### config.mk
export PLATFORM = sky130hd
export DESIGN_NAME = sleep_wake_control
export DESIGN_NICKNAME = d
export VERILOG_FILES = /design/src/logic/swc_pkg.sv /design/src/logic/sleep_wake_control.sv /design/src/logic/swc_wdt.sv
export VERILOG_INCLUDE_DIRS = /design/src /design/src/logic
export SDC_FILE = /design/constraint.sdc
export NUM_CORES = 1
export LEC_CHECK = 0
export ABC_AREA = 1
export CAP_MARGIN = 40
export CORE_UTILIZATION = 30
export CTS_CLUSTER_SIZE = 16
export DETAILED_ROUTE_END_ITERATION = 8
export DONT_BUFFER_PORTS = 1
export SYNTH_ARGS = -nofsm -noshare
export SYNTH_HDL_FRONTEND = slang
export SYNTH_SLANG_ARGS = --single-unit
### constraint.sdc
create_clock -name pclk -period 3.2 [get_ports pclk]
set_clock_uncertainty 0.15 [all_clocks]
set_input_delay 0.64 -clock pclk [delete_from_list [all_inputs] [get_ports pclk]]
set_output_delay 0.64 -clock pclk [all_outputs]
set_load 0.02 [all_outputs]
### src/logic/swc_cfg.svh
// Purpose: Offsets, field positions, reset values and timing counts
// Assumes: 32-bit APB, word aligned registers
// Notes:   Included by the sleep and wake controller files
`ifndef SWC_CFG_SVH
`define SWC_CFG_SVH

// Register byte offsets
`define SWC_ADDR_CTRL     12'h000
`define SWC_ADDR_STATUS   12'h004
`define SWC_ADDR_INT_STAT 12'h008
`define SWC_ADDR_INT_MASK 12'h00c

// Control fields
`define SWC_CTRL_GLOBAL_EN 0
`define SWC_CTRL_WDT_EN   1
`define SWC_CTRL_RST      2'h2

// Status fields
`define SWC_ST_TIMEOUT    0
`define SWC_ST_POWERDOWN  1
`define SWC_ST_ASLEEP     2

// Event bits of the interrupt status
`define SWC_EV_SLEEP      0
`define SWC_EV_NOP        1
`define SWC_EV_WAKE       2
`define SWC_EV_WDT        3
`define SWC_EV_W          4

// Power-up values of the status flags
`define SWC_TIMEOUT_RST   1'h1
`define SWC_POWERDOWN_RST 1'h1

// Interrupt vector and watchdog load value
`define SWC_VECTOR        13'h0004
`define SWC_WDT_LOAD      8'h00

`endif

### src/logic/swc_pkg.sv
// Purpose: Types shared by the sleep and wake controller
// Assumes: Nothing
// Notes:   Offsets and values live in swc_cfg.svh
package swc_pkg;

  // Power state of the core
  typedef enum logic [1:0] {
    SWC_AWAKE,
    SWC_ASLEEP,
    SWC_PEND_VEC
  } swc_state_type;

endpackage : swc_pkg

### src/logic/sleep_wake_control.sv
// Purpose: Power-down entry and wake-up control with watchdog handling
// Assumes: Core pulses and interrupt sources are on the pclk domain
// Notes:   Block keeps running while the core oscillator is stopped
`timescale 1ns/1ps
`include "swc_cfg.svh"

module sleep_wake_control
  import swc_pkg::*;
#(
  parameter int N_SRC = 8
) (
  // Clock and reset
  input  wire logic              pclk,
  input  wire logic              presetn,
  // APB slave
  input  wire logic              psel,
  input  wire logic              penable,
  input  wire logic              pwrite,
  input  wire logic [11:0]       paddr,
  input  wire logic [31:0]       pwdata,
  output logic                   pready,
  output logic [31:0]            prdata,
  output logic                   pslverr,
  // Interrupt sources
  input  wire logic [N_SRC-1:0]  src_enable,
  input  wire logic [N_SRC-1:0]  src_flag,
  // Core instruction stream
  input  wire logic              sleep_exec,
  input  wire logic              wd_clear_exec,
  input  wire logic              instr_retired,
  output logic                   osc_stop,
  output logic                   core_halt,
  output logic                   resume,
  output logic                   vector_take,
  output logic [12:0]            vector_addr,
  output logic                   wdt_reset_req,
  // Interrupt
  output logic                   irq
);

  swc_state_type             state_reg, state_next;
  logic [1:0]                ctrl_reg, ctrl_next;
  logic                      to_reg, to_next;
  logic                      pdown_reg, pdown_next;
  logic [`SWC_EV_W-1:0]      ist_reg, ist_next;
  logic [`SWC_EV_W-1:0]      imask_reg, imask_next;
  logic                      wake_prev_reg;
  logic                      resume_reg, resume_next;
  logic                      vec_reg, vec_next;
  logic [31:0]               rdata_reg, rdata_next;
  logic                      err_reg, err_next;
  logic                      wake_cond;
  logic                      global_int_en;
  logic                      sleep_nop;
  logic                      sleep_go;
  logic                      wake_now;
  logic                      wdt_clear;
  logic                      wdt_to;
  logic [7:0]                wdt_count;
  logic                      wr_en;
  logic                      setup;
  logic [`SWC_EV_W-1:0]      ev;

  assign global_int_en = ctrl_reg[`SWC_CTRL_GLOBAL_EN];

  // Wake condition from enable and flag pairs
  assign wake_cond = |(src_enable & src_flag);

  // Sleep outcome: pending before the instruction makes it a no-op
  assign sleep_nop = (state_reg == SWC_AWAKE) && sleep_exec && wake_prev_reg;
  assign sleep_go  = (state_reg == SWC_AWAKE) && sleep_exec && !wake_prev_reg;

  // Wake from interrupt or watchdog while asleep
  assign wake_now = (state_reg == SWC_ASLEEP) && (wake_cond || wdt_to);

  // Watchdog clear on sleep, wake and software clear
  assign wdt_clear = sleep_go || wake_now || wd_clear_exec;

  swc_wdt #(
    .PRE_W  (4),
    .CNT_W  (8),
    .POST_W (2)
  ) u_wdt (
    .pclk    (pclk),
    .presetn (presetn),
    .enable  (ctrl_reg[`SWC_CTRL_WDT_EN]),
    .clear   (wdt_clear),
    .count   (wdt_count),
    .timeout (wdt_to)
  );

  // Power state sequencing
  always_comb begin
    state_next  = state_reg;
    resume_next = 1'b0;
    vec_next    = 1'b0;
    unique case (state_reg)
      SWC_AWAKE: begin
        if (sleep_go) begin
          state_next = SWC_ASLEEP;
        end
      end
      SWC_ASLEEP: begin
        if (wake_now) begin
          resume_next = 1'b1;
          state_next  = (global_int_en && wake_cond && !wdt_to) ? SWC_PEND_VEC : SWC_AWAKE;
        end
      end
      SWC_PEND_VEC: begin
        if (instr_retired) begin
          vec_next   = 1'b1;
          state_next = SWC_AWAKE;
        end
      end
    endcase
  end

  always_ff @(posedge pclk or negedge presetn) begin
    if (!presetn) begin
      state_reg     <= SWC_AWAKE;
      resume_reg    <= 1'b0;
      vec_reg       <= 1'b0;
      wake_prev_reg <= 1'b0;
    end else begin
      state_reg     <= state_next;
      resume_reg    <= resume_next;
      vec_reg       <= vec_next;
      wake_prev_reg <= wake_cond;
    end
  end

  assign osc_stop      = (state_reg == SWC_ASLEEP);
  assign core_halt     = (state_reg == SWC_ASLEEP);
  assign resume        = resume_reg;
  assign vector_take   = vec_reg;
  assign vector_addr   = `SWC_VECTOR;
  assign wdt_reset_req = wdt_to && (state_reg != SWC_ASLEEP);

  // APB phase decode
  assign setup = psel && !penable;
  assign wr_en = psel && penable && pwrite && !err_reg;

  // Status flags; no-op sleep leaves both untouched
  always_comb begin
    to_next = to_reg;
    pdown_next = pdown_reg;
    if (sleep_go || wd_clear_exec) begin
      to_next    = 1'b1;
      pdown_next = !sleep_go;
    end
    if (wdt_to) begin
      to_next = 1'b0;
    end
  end

  // Events, set wins over write-one-to-clear
  always_comb begin
    ev = '0;
    ev[`SWC_EV_SLEEP] = sleep_go;
    ev[`SWC_EV_NOP]   = sleep_nop;
    ev[`SWC_EV_WAKE]  = wake_now;
    ev[`SWC_EV_WDT]   = wdt_to;
    ctrl_next  = ctrl_reg;
    imask_next = imask_reg;
    ist_next   = ist_reg;
    if (wr_en && paddr == `SWC_ADDR_CTRL) begin
      ctrl_next = pwdata[1:0];
    end
    if (wr_en && paddr == `SWC_ADDR_INT_MASK) begin
      imask_next = pwdata[`SWC_EV_W-1:0];
    end
    if (wr_en && paddr == `SWC_ADDR_INT_STAT) begin
      ist_next = ist_reg & ~pwdata[`SWC_EV_W-1:0];
    end
    ist_next = ist_next | ev;
  end

  // Read data and error captured in the setup cycle
  always_comb begin
    rdata_next = rdata_reg;
    err_next   = err_reg;
    if (setup) begin
      rdata_next = '0;
      err_next   = 1'b0;
      unique case (paddr)
        `SWC_ADDR_CTRL:     rdata_next[1:0] = ctrl_reg;
        `SWC_ADDR_STATUS: begin
          rdata_next[`SWC_ST_TIMEOUT]   = to_reg;
          rdata_next[`SWC_ST_POWERDOWN] = pdown_reg;
          rdata_next[`SWC_ST_ASLEEP]    = (state_reg == SWC_ASLEEP);
          rdata_next[15:8]              = wdt_count;
        end
        `SWC_ADDR_INT_STAT: rdata_next[`SWC_EV_W-1:0] = ist_reg;
        `SWC_ADDR_INT_MASK: rdata_next[`SWC_EV_W-1:0] = imask_reg;
        default:            err_next = 1'b1;
      endcase
    end
  end

  always_ff @(posedge pclk or negedge presetn) begin
    if (!presetn) begin
      ctrl_reg  <= `SWC_CTRL_RST;
      to_reg    <= `SWC_TIMEOUT_RST;
      pdown_reg <= `SWC_POWERDOWN_RST;
      ist_reg   <= '0;
      imask_reg <= '0;
      rdata_reg <= '0;
      err_reg   <= 1'b0;
    end else begin
      ctrl_reg  <= ctrl_next;
      to_reg    <= to_next;
      pdown_reg <= pdown_next;
      ist_reg   <= ist_next;
      imask_reg <= imask_next;
      rdata_reg <= rdata_next;
      err_reg   <= err_next;
    end
  end

  // Bus answers and interrupt line
  assign pready  = 1'b1;
  assign prdata  = rdata_reg;
  assign pslverr = psel && penable && err_reg;
  assign irq     = |(ist_reg & imask_reg);

endmodule : sleep_wake_control

### src/logic/swc_wdt.sv
// Purpose: Watchdog counter with prescaler and postscaler
// Assumes: Clear pulse from the sleep and wake controller
// Notes:   Timeout is a one-cycle pulse; counting restarts after it
`timescale 1ns/1ps
`include "swc_cfg.svh"

module swc_wdt #(
  parameter int PRE_W  = 4,
  parameter int CNT_W  = 8,
  parameter int POST_W = 2
) (
  // Clock and reset
  input  wire logic             pclk,
  input  wire logic             presetn,
  // Control
  input  wire logic             enable,
  input  wire logic             clear,
  // Status
  output logic [CNT_W-1:0]      count,
  output logic                  timeout
);

  logic [PRE_W-1:0]  pre_reg,  pre_next;
  logic [CNT_W-1:0]  cnt_reg,  cnt_next;
  logic [POST_W-1:0] post_reg, post_next;
  logic              to_reg,   to_next;

  // Next values of the three counting stages
  always_comb begin
    pre_next  = pre_reg;
    cnt_next  = cnt_reg;
    post_next = post_reg;
    to_next   = 1'b0;
    if (clear) begin
      pre_next  = '0;
      cnt_next  = CNT_W'(`SWC_WDT_LOAD);
      post_next = '0;
    end else if (enable) begin
      pre_next = pre_reg + 1'b1;
      if (&pre_reg) begin
        cnt_next = cnt_reg + 1'b1;
        if (&cnt_reg) begin
          post_next = post_reg + 1'b1;
          to_next   = &post_reg;   // Last stage wraps
        end
      end
    end
  end

  // State registers
  always_ff @(posedge pclk or negedge presetn) begin
    if (!presetn) begin
      pre_reg  <= '0;
      cnt_reg  <= '0;
      post_reg <= '0;
      to_reg   <= 1'b0;
    end else begin
      pre_reg  <= pre_next;
      cnt_reg  <= cnt_next;
      post_reg <= post_next;
      to_reg   <= to_next;
    end
  end

  assign count   = cnt_reg;
  assign timeout = to_reg;

endmodule : swc_wdt

== After elaboration in Yosys (flattened, before gate mapping) ==
Cells that the tools add are included.

* Register bits after elaboration: 45
* Latch bits: 0
* Memory bits (writable): 0
* ROM bits: 0
* Bits of input ports: 68
* Memories kept: 0

* Add/subtract/negate cells: 3
* Multipliers: 0
* Div/mod/pow operators: 0
* Magnitude comparators: 0
* Equal/unequal tests: 9
* Shift operators: 0
* Muxes and demuxes: 30
* Bitwise logic cells: 5
* Reductions and logical operators: 39

{| class="wikitable"
|+ Operators with widths
! operator !! number
|-
| two-way mux 8 bit || 4
|-
| == test 12 x 4 -> 1 bit, second input constant || 2
|-
| two-way mux 2 bit || 8
|-
| logical AND 1 bit || 15
|-
| == test 12 x 3 -> 1 bit, second input constant || 1
|-
| logical NOT 12 bit || 1
|-
| two-way mux 4 bit || 3
|-
| two-way mux 1 bit || 11
|-
| adder 8 x 1 -> 8 bit, second input constant || 1
|-
| bitwise AND 4 bit || 2
|-
| bitwise AND 8 bit || 1
|-
| case mux 2 bit (4 select lines) || 1
|-
| AND reduction 8 bit || 1
|-
| nonzero test 2 bit || 4
|-
| OR reduction 4 bit || 2
|-
| OR reduction 8 bit || 1
|-
| case mux 2 bit (3 select lines) || 1
|-
| AND reduction 3 bit || 2
|-
| logical NOT 1 bit || 5
|-
| adder 4 x 1 -> 4 bit, second input constant || 1
|-
| logical OR 1 bit || 4
|-
| inequality test 2 x 1 -> 1 bit, second input constant || 2
|-
| inequality test 2 bit, second input constant || 2
|-
| inverter 4 bit || 1
|-
| other kinds (9) || 10
|}

== Longest topological paths before layout ==
Gate-level depths: netlist (run 1).

* Depth after elaboration: 8
* Gate-level depth with buffers: 9
* Mapped depth without buffers: 9

== By module ==
A second synthesis (run 1) with hierarchy kept.

* Cell total of the unflattened synthesis: 343
* Area, all modules: 2,671.3 um^2

{| class="wikitable"
|+ Modules (own cells, without submodules)
! module !! times used !! cells each !! area an instance (um^2)
|-
| sleep_wake_control || 1 || 239 || 1,876.8
|-
| swc_wdt || 1 || 104 || 794.5
|}

== Worst setup path after synthesis (run 1) ==
OpenSTA, ideal clock, no wires.

* Path type: register to output
* Start: register state_reg[1]
* End: output port wdt_reset_req
* Data arrival time: 1,074 ps
* Data required time: 2,410 ps
* Slack: 1,336 ps
* Stages on the path, launching flop included: 4
* Path buffers: 0
* Path through: dfrtp_1 -> inv_1 -> ha_1 -> nor2_1

* Longest elaborated chain between the ends: 2

{| class="wikitable"
|+ RTL lines
! item !! RTL line !! RTL
|-
| start: declaration || sleep_wake_control.sv:41 || <nowiki>swc_state_type state_reg, state_next;</nowiki>
|-
| start signal: assignment || sleep_wake_control.sv:125 || <nowiki>state_reg <= state_next;</nowiki>
|-
| inequality test 2 x 1 -> 1 bit || sleep_wake_control.sv:137 || <nowiki>assign wdt_reset_req = wdt_to && (state_reg != SWC_ASLEEP);</nowiki>
|-
| logical AND 1 bit || sleep_wake_control.sv:137 ||
|-
| end: declaration || sleep_wake_control.sv:36 || <nowiki>output logic wdt_reset_req,</nowiki>
|}

Every way passes these cells.

== Worst setup path in the final report (run 1) ==
Ends and elaborated chain as after synthesis.

==> flow_summary.yaml, run 1 <==
synthesis:
  synth.cell_area_mm2: 0.00270
  yosysTopAreaCell: "dfrtp_1"
  yosys-top-cells-count: "nand2_1 (90), dfrtp_1 (42), buf_4 (36)"
  syn-instance-count: 335
  synth_edf_count: 0
  synth_area_leaders: "dfrtp_1 (39%), nand2_1 (13%), buf_4 (10%), inv_1 (4.3%), nand3_1 (4.1%)"
  synthFlopType: "dfrtp_1"
  yosysMostFrequentCell: "nand2_1"
  async_flop_share_pct: 100
  syn_avg_cell_area_um2: 8.05
  synth_top_area_share_pct: 39.0
  synth-seq-area-share_pct: 41.9
  yosysUniqueCellTypes: 28
  synth-seq-cells: 45
  synth_warnings: 0
pwr:
  p_leak_nw: 1.32
  power_density_mw_per_mm2: 439
  peakVddDrop_mv: 0.148
  p_switching_uw: 420
  seq_power_share_pct: 50.0
  comb_power_share_pct: 19.3
  p_clk_share_pct: 30.8
  p_int_uw: 803
  p_sw_share_pct: 34.4
  power.total_mw: 1.22
critical_path:
  endpoint_kind: "primary output"
  required_ps: 2410
  crit_arrival_ps: 1280
  path_max_fanout: 3
  start_kind: "flop"
  path_class: "flop to primary output"
finish:
  drive_above_1_share_pct: 13.9
  area_growth_pct: 3.20
  antenna_cells: 0
  largest_reg_flops: 12
  nets: 411
  final_cells: 446
  seq_area_mm2: 0.00113
  fillers: 935
  multiInputGateArea_mm2: 0.00126
clock_tree:
  cts_tree: "yes"
  htree_levels: 2
  cts_made_buffers: 5
  clkSlewWorstSetupHoldPaths_ps: 90
  cts_resized: 0
  post_cts_buffers: 0
  cts.sinks: 45
  clock_latency_ps: 310
  cts_buffer_depth: 2
  cts-root-buf: "clkbuf_8"
sta:
  rsz0062_at_grt: "no"
  hold_slack_ps: 19.5
  max_clock_freq_ghz: 0.482
  hold_violations: 0
  period_share_pct: 64.8
  setup_violations: 0
  fin_tns_setup_ps: 0
  timing.final.crit_period_ps: 2070
  slew_violations: 0
detailed_routing:
  drt_first_pass_iters: 4
  drc: 0
  vias: 1997
  drt-total-wl_mm: 5.42
  vias_per_cell: 4.48
  ant_nets: 0
  drt_iter0_drc: 92
  wl_per_cell_um: 12.2
flow_run:
  cap_violations: 0
hold_path:
  hp-class: "primary input to asynchronous set/reset pin"
floorplan:
  initial_core_util_pct: 30.9
  ios: 121
  fp.dieH_um: 96.8
  rows: 34
  die_area_mm2: 0.00938
  coreArea_mm2: 0.00872
  fp.dieW_um: 96.8
global_routing:
  grt_pass1_wl_mm: 9.17
  antenna_found_initial: 0
  track_usage_pct: 12.1
  first_global_vias: 1919
  grt_max_degree: 43
  gr-total-overflow: 0
placement:
  numPortBuffers: 0
  dpl.cell_count: 437
  hpwl_mm: 4.07
  gp_congestion: 0.762
outcome:
  status: "finished, final reports clean"
-- logic make-up (layout without fill, tap and decap cells) --
group | Yosys count | after routing | share of synthesized area (%)
compound gates | 32 | 32 | 6.96
fa+ha+maj | 6 | 6 | 2.78
flops | 45 | 45 | 41.9
buf+inv | 73 | 44 | 15.8
other cells | 2 | 34 | 0.278
simple gates | 171 | 171 | 30.4
xor+xnor | 6 | 6 | 1.95
-- worst paths after layout --
path / startpoint / end / slack, ps / depth (start not counted)
worst min register to register: pdown_reg / pdown_reg / 360 / 2
worst max-delay path: state_reg[1] / wdt_reset_req / 1130 / 3
min in group pclk: instr_retired / vector_take / 290 / 2
worst min-delay path: presetn / to_reg / 20 / 0
max in group asynchronous: presetn / prdata[1] / 2670 / 1
worst max register to register: state_reg[0] / u_wdt.pre_reg[0] / 1450 / 7
-- stage by stage --
step | util [%] | cell area (um^2) | worst slack [ps]
5_1_grt | 31.9 | 2780 | 1070
6_report | 31.9 | 2780 | 1130
3_5_place_dp | 30.5 | 2660 | 1320
2_1_floorplan | - | 2820 | 1340
4_1_cts | 31.9 | 2780 | 1110
3_3_place_gp | 30.5 | 2660 | 1360
-- worst max-delay path, cell delays in order, from the launching register on --
cell and delay, ps:
dfrtp_1 380, inv_1 70, ha_1 200, nor2_1 340
-- layer usage --
layer	vias to the layer above	wire (um)	track usage [%]
met1	916	2550	16.2
met5	-	0	0
met4	0	52	3.44
li1	1008	-	-
met2	68	2460	18.7
met3	5	364	3.97
-- area by class of cell --
cell class / count / share of cell area (%)
Clock buffer: 5 / 2.47
Clock inverter: 3 / 0.899
Inverter: 34 / 4.58
Multi-Input combinational cell: 249 / 45.3
Sequential cell: 45 / 40.6
Tap cell: 108 / 4.85
Timing Repair Buffer: 2 / 1.26
-- what timing repair did --
item,CTS,global route
endpoints found under the setup margin,0,0
hold buffers,1,0
hold endpoints to repair,42,0
-- power by group through the flow --
| stage | logic, mW | clock network (mW) | registers [mW] |
|---|---|---|---|
| 5_1_grt | 0.261 | 0.409 | 0.615 |
| 6_report | 0.236 | 0.377 | 0.611 |
| 3_5_place_dp | 0.221 | 0 | 0.623 |
| 2_1_floorplan | 0.225 | 0 | 0.618 |
| 3_3_place_gp | 0.217 | 0 | 0.623 |
| 4_1_cts | 0.237 | 0.393 | 0.612 |
-- layout by cell type, fill, tap and decap left out, types with 2 or more instances in the layout --
cell	netlist	final
nor2_1	19	19
nand2_2	4	4
ha_1	6	6
inv_2	3	3
dfstp_2	3	3
nor2_2	12	12
o21ai_0	8	8
nand3_2	5	5
xor2_1	6	6
o21ai_1	12	12
conb_1	2	34
dfrtp_1	42	42
a21oi_2	3	3
nand3_1	22	22
clkbuf_8	0	5
nand2_1	90	90
nor3_2	2	2
a21oi_1	2	2
nor2_4	4	4
inv_1	31	31
nand4_1	11	11
o31ai_1	5	5
Note: power is estimated with default switching activity, not from simulation.
==> run 2: changes to the inputs <==
Clock period 3.2 ns to 1.85 ns, I/O delays scaled along.
==> run 2 against run 1 <==
Net effect:
- critical path depth is 1 higher
- non-clock buffer count grew 5
- via count is 2.5% higher
- utilization increased by 1.1 points
- clock-buffer cell count did not move
- highest routed layer unchanged
==> flow_summary.yaml, run 2 (same netlist as run 1, synthesis figures left out) <==
placement:
  hpwl_mm: 4.13
  dpl.cell_count: 441
  place_ws_ps: 86.1
  numPortBuffers: 0
  gp_congestion: 0.772
finish:
  mostFrequentLayoutCells: "nand2_1 (90), dfrtp_1 (42), conb_1 (34)"
  drive_above_1_share_pct: 15.7
  final_cells: 451
  area_growth_pct: 6.82
  antenna_cells: 0
  seq_area_mm2: 0.00113
  layout.cells.most_common: "nand2_1"
  multiInputGateArea_mm2: 0.00130
  largest_reg_flops: 12
  fillers: 913
  nets: 416
floorplan:
  fp.dieW_um: 96.8
  fp.dieH_um: 96.8
  coreArea_mm2: 0.00872
  rows: 34
  initial_core_util_pct: 30.9
  ios: 121
  die_area_mm2: 0.00938
sta:
  max_clock_freq_ghz: 0.565
  setup_violations: 0
  hold_violations: 0
  period_share_pct: 95.7
  fin_tns_setup_ps: 0
  rsz0062_at_grt: "no"
  slew_violations: 0
  timing.final.crit_period_ps: 1770
  setup_slack_ps: 79.8
clock_tree:
  post_cts_buffers: 0
  cts_tree: "yes"
  clkSlewWorstSetupHoldPaths_ps: 80
  htree_levels: 2
  cts-root-buf: "clkbuf_8"
  clock_latency_ps: 300
  cts.sinks: 45
  cts_made_buffers: 5
  cts_buffer_depth: 2
global_routing:
  gr-usage-met2_pct: 19.5
  globalRouteMet1Util_pct: 15.0
  first_global_vias: 1979
  antenna_found_initial: 0
  grt_pass1_wl_mm: 9.18
  gr-total-overflow: 0
  grt_max_degree: 46
  track_usage_pct: 12.1
  use_met3_pct: 4.05
  grt-busiest-layer: "met2"
critical_path:
  r2r_start: "state_reg[1]"
  start_kind: "flop"
  required_ps: 1330
  path_class: "flop to primary output"
  crit_arrival_ps: 1250
  path_max_fanout: 5
  endpoint_kind: "primary output"
  crit_start: "state_reg[1]"
pwr:
  p_clk_share_pct: 33.6
  peakVddDrop_mv: 0.285
  seq_power_share_pct: 46.8
  p_switching_uw: 724
  p_sw_share_pct: 31.8
  p_leak_nw: 1.36
  power_density_mw_per_mm2: 789
  p_int_mw: 1.55
  power.total_mw: 2.27
  comb_power_share_pct: 19.6
outcome:
  status: "finished, final reports clean"
hold_path:
  hp-class: "primary input to flop"
  worstHoldStart: "instr_retired"
detailed_routing:
  ant_nets: 0
  vias: 2046
  drc: 0
  drt_iter0_drc: 101
  drt-total-wl_mm: 5.34
  drt_first_pass_iters: 4
  wl_per_cell_um: 11.8
  vias_per_cell: 4.54
flow_run:
  cap_violations: 0
[run 2: timing repair]
action,CTS,global route
hold buffers,2,0
hold endpoints to repair,45,0
setup endpoints to repair,3,3
gates resized for setup,3,4
[run 2: cell type report]
type	count	share of cell area, %
Multi-Input combinational cell	249	45.1
Sequential cell	45	39.2
Tap cell	108	4.69
Inverter	34	4.43
Timing Repair Buffer	7	2.61
Clock buffer	5	2.39
Clock inverter	3	1.61
[run 2: path summary, 6_finish.rpt]
path,to,slack (ps),cells past startpoint
setup / recovery,wdt_reset_req,80,4
hold reg to reg,pdown_reg,350,2
max in group asynchronous,to_reg,860,2
setup reg to reg,state_reg[1],140,9
hold / removal,vector_take,20,2
min in group asynchronous,resume,430,2
[run 2: critical path, stage by stage, from the launching register on]
cell and delay (ps):
dfrtp_1 410, inv_1 120, ha_4 200, nor2_1 60, buf_4 160
[run 2: metrics by stage]
step | util (%) | area, um^2 | hold WS (ps)
floorplan | - | 2820 | -75.6
global placement | 30.9 | 2690 | -74.0
detailed placement | 30.9 | 2690 | -74.1
CTS | 32.8 | 2860 | 7.99
global route | 33.0 | 2880 | 11.6
finish | 33.0 | 2880 | 19.1
[run 2: per-layer routing]
metal | up-vias | share of wire [%]
met3 | 7 | 7.0
met1 | 948 | 45
met2 | 73 | 46
met5 | - | 0
li1 | 1018 | -
met4 | 0 | 1.3
[run 2: power groups by stage]
stage | clock network (mW) | logic, mW | registers [mW]
CTS | 0.794 | 0.436 | 1.07
global placement | 0 | 0.385 | 1.08
global route | 0.822 | 0.503 | 1.07
finish | 0.763 | 0.445 | 1.06
floorplan | 0 | 0.389 | 1.07
detailed placement | 0 | 0.388 | 1.08
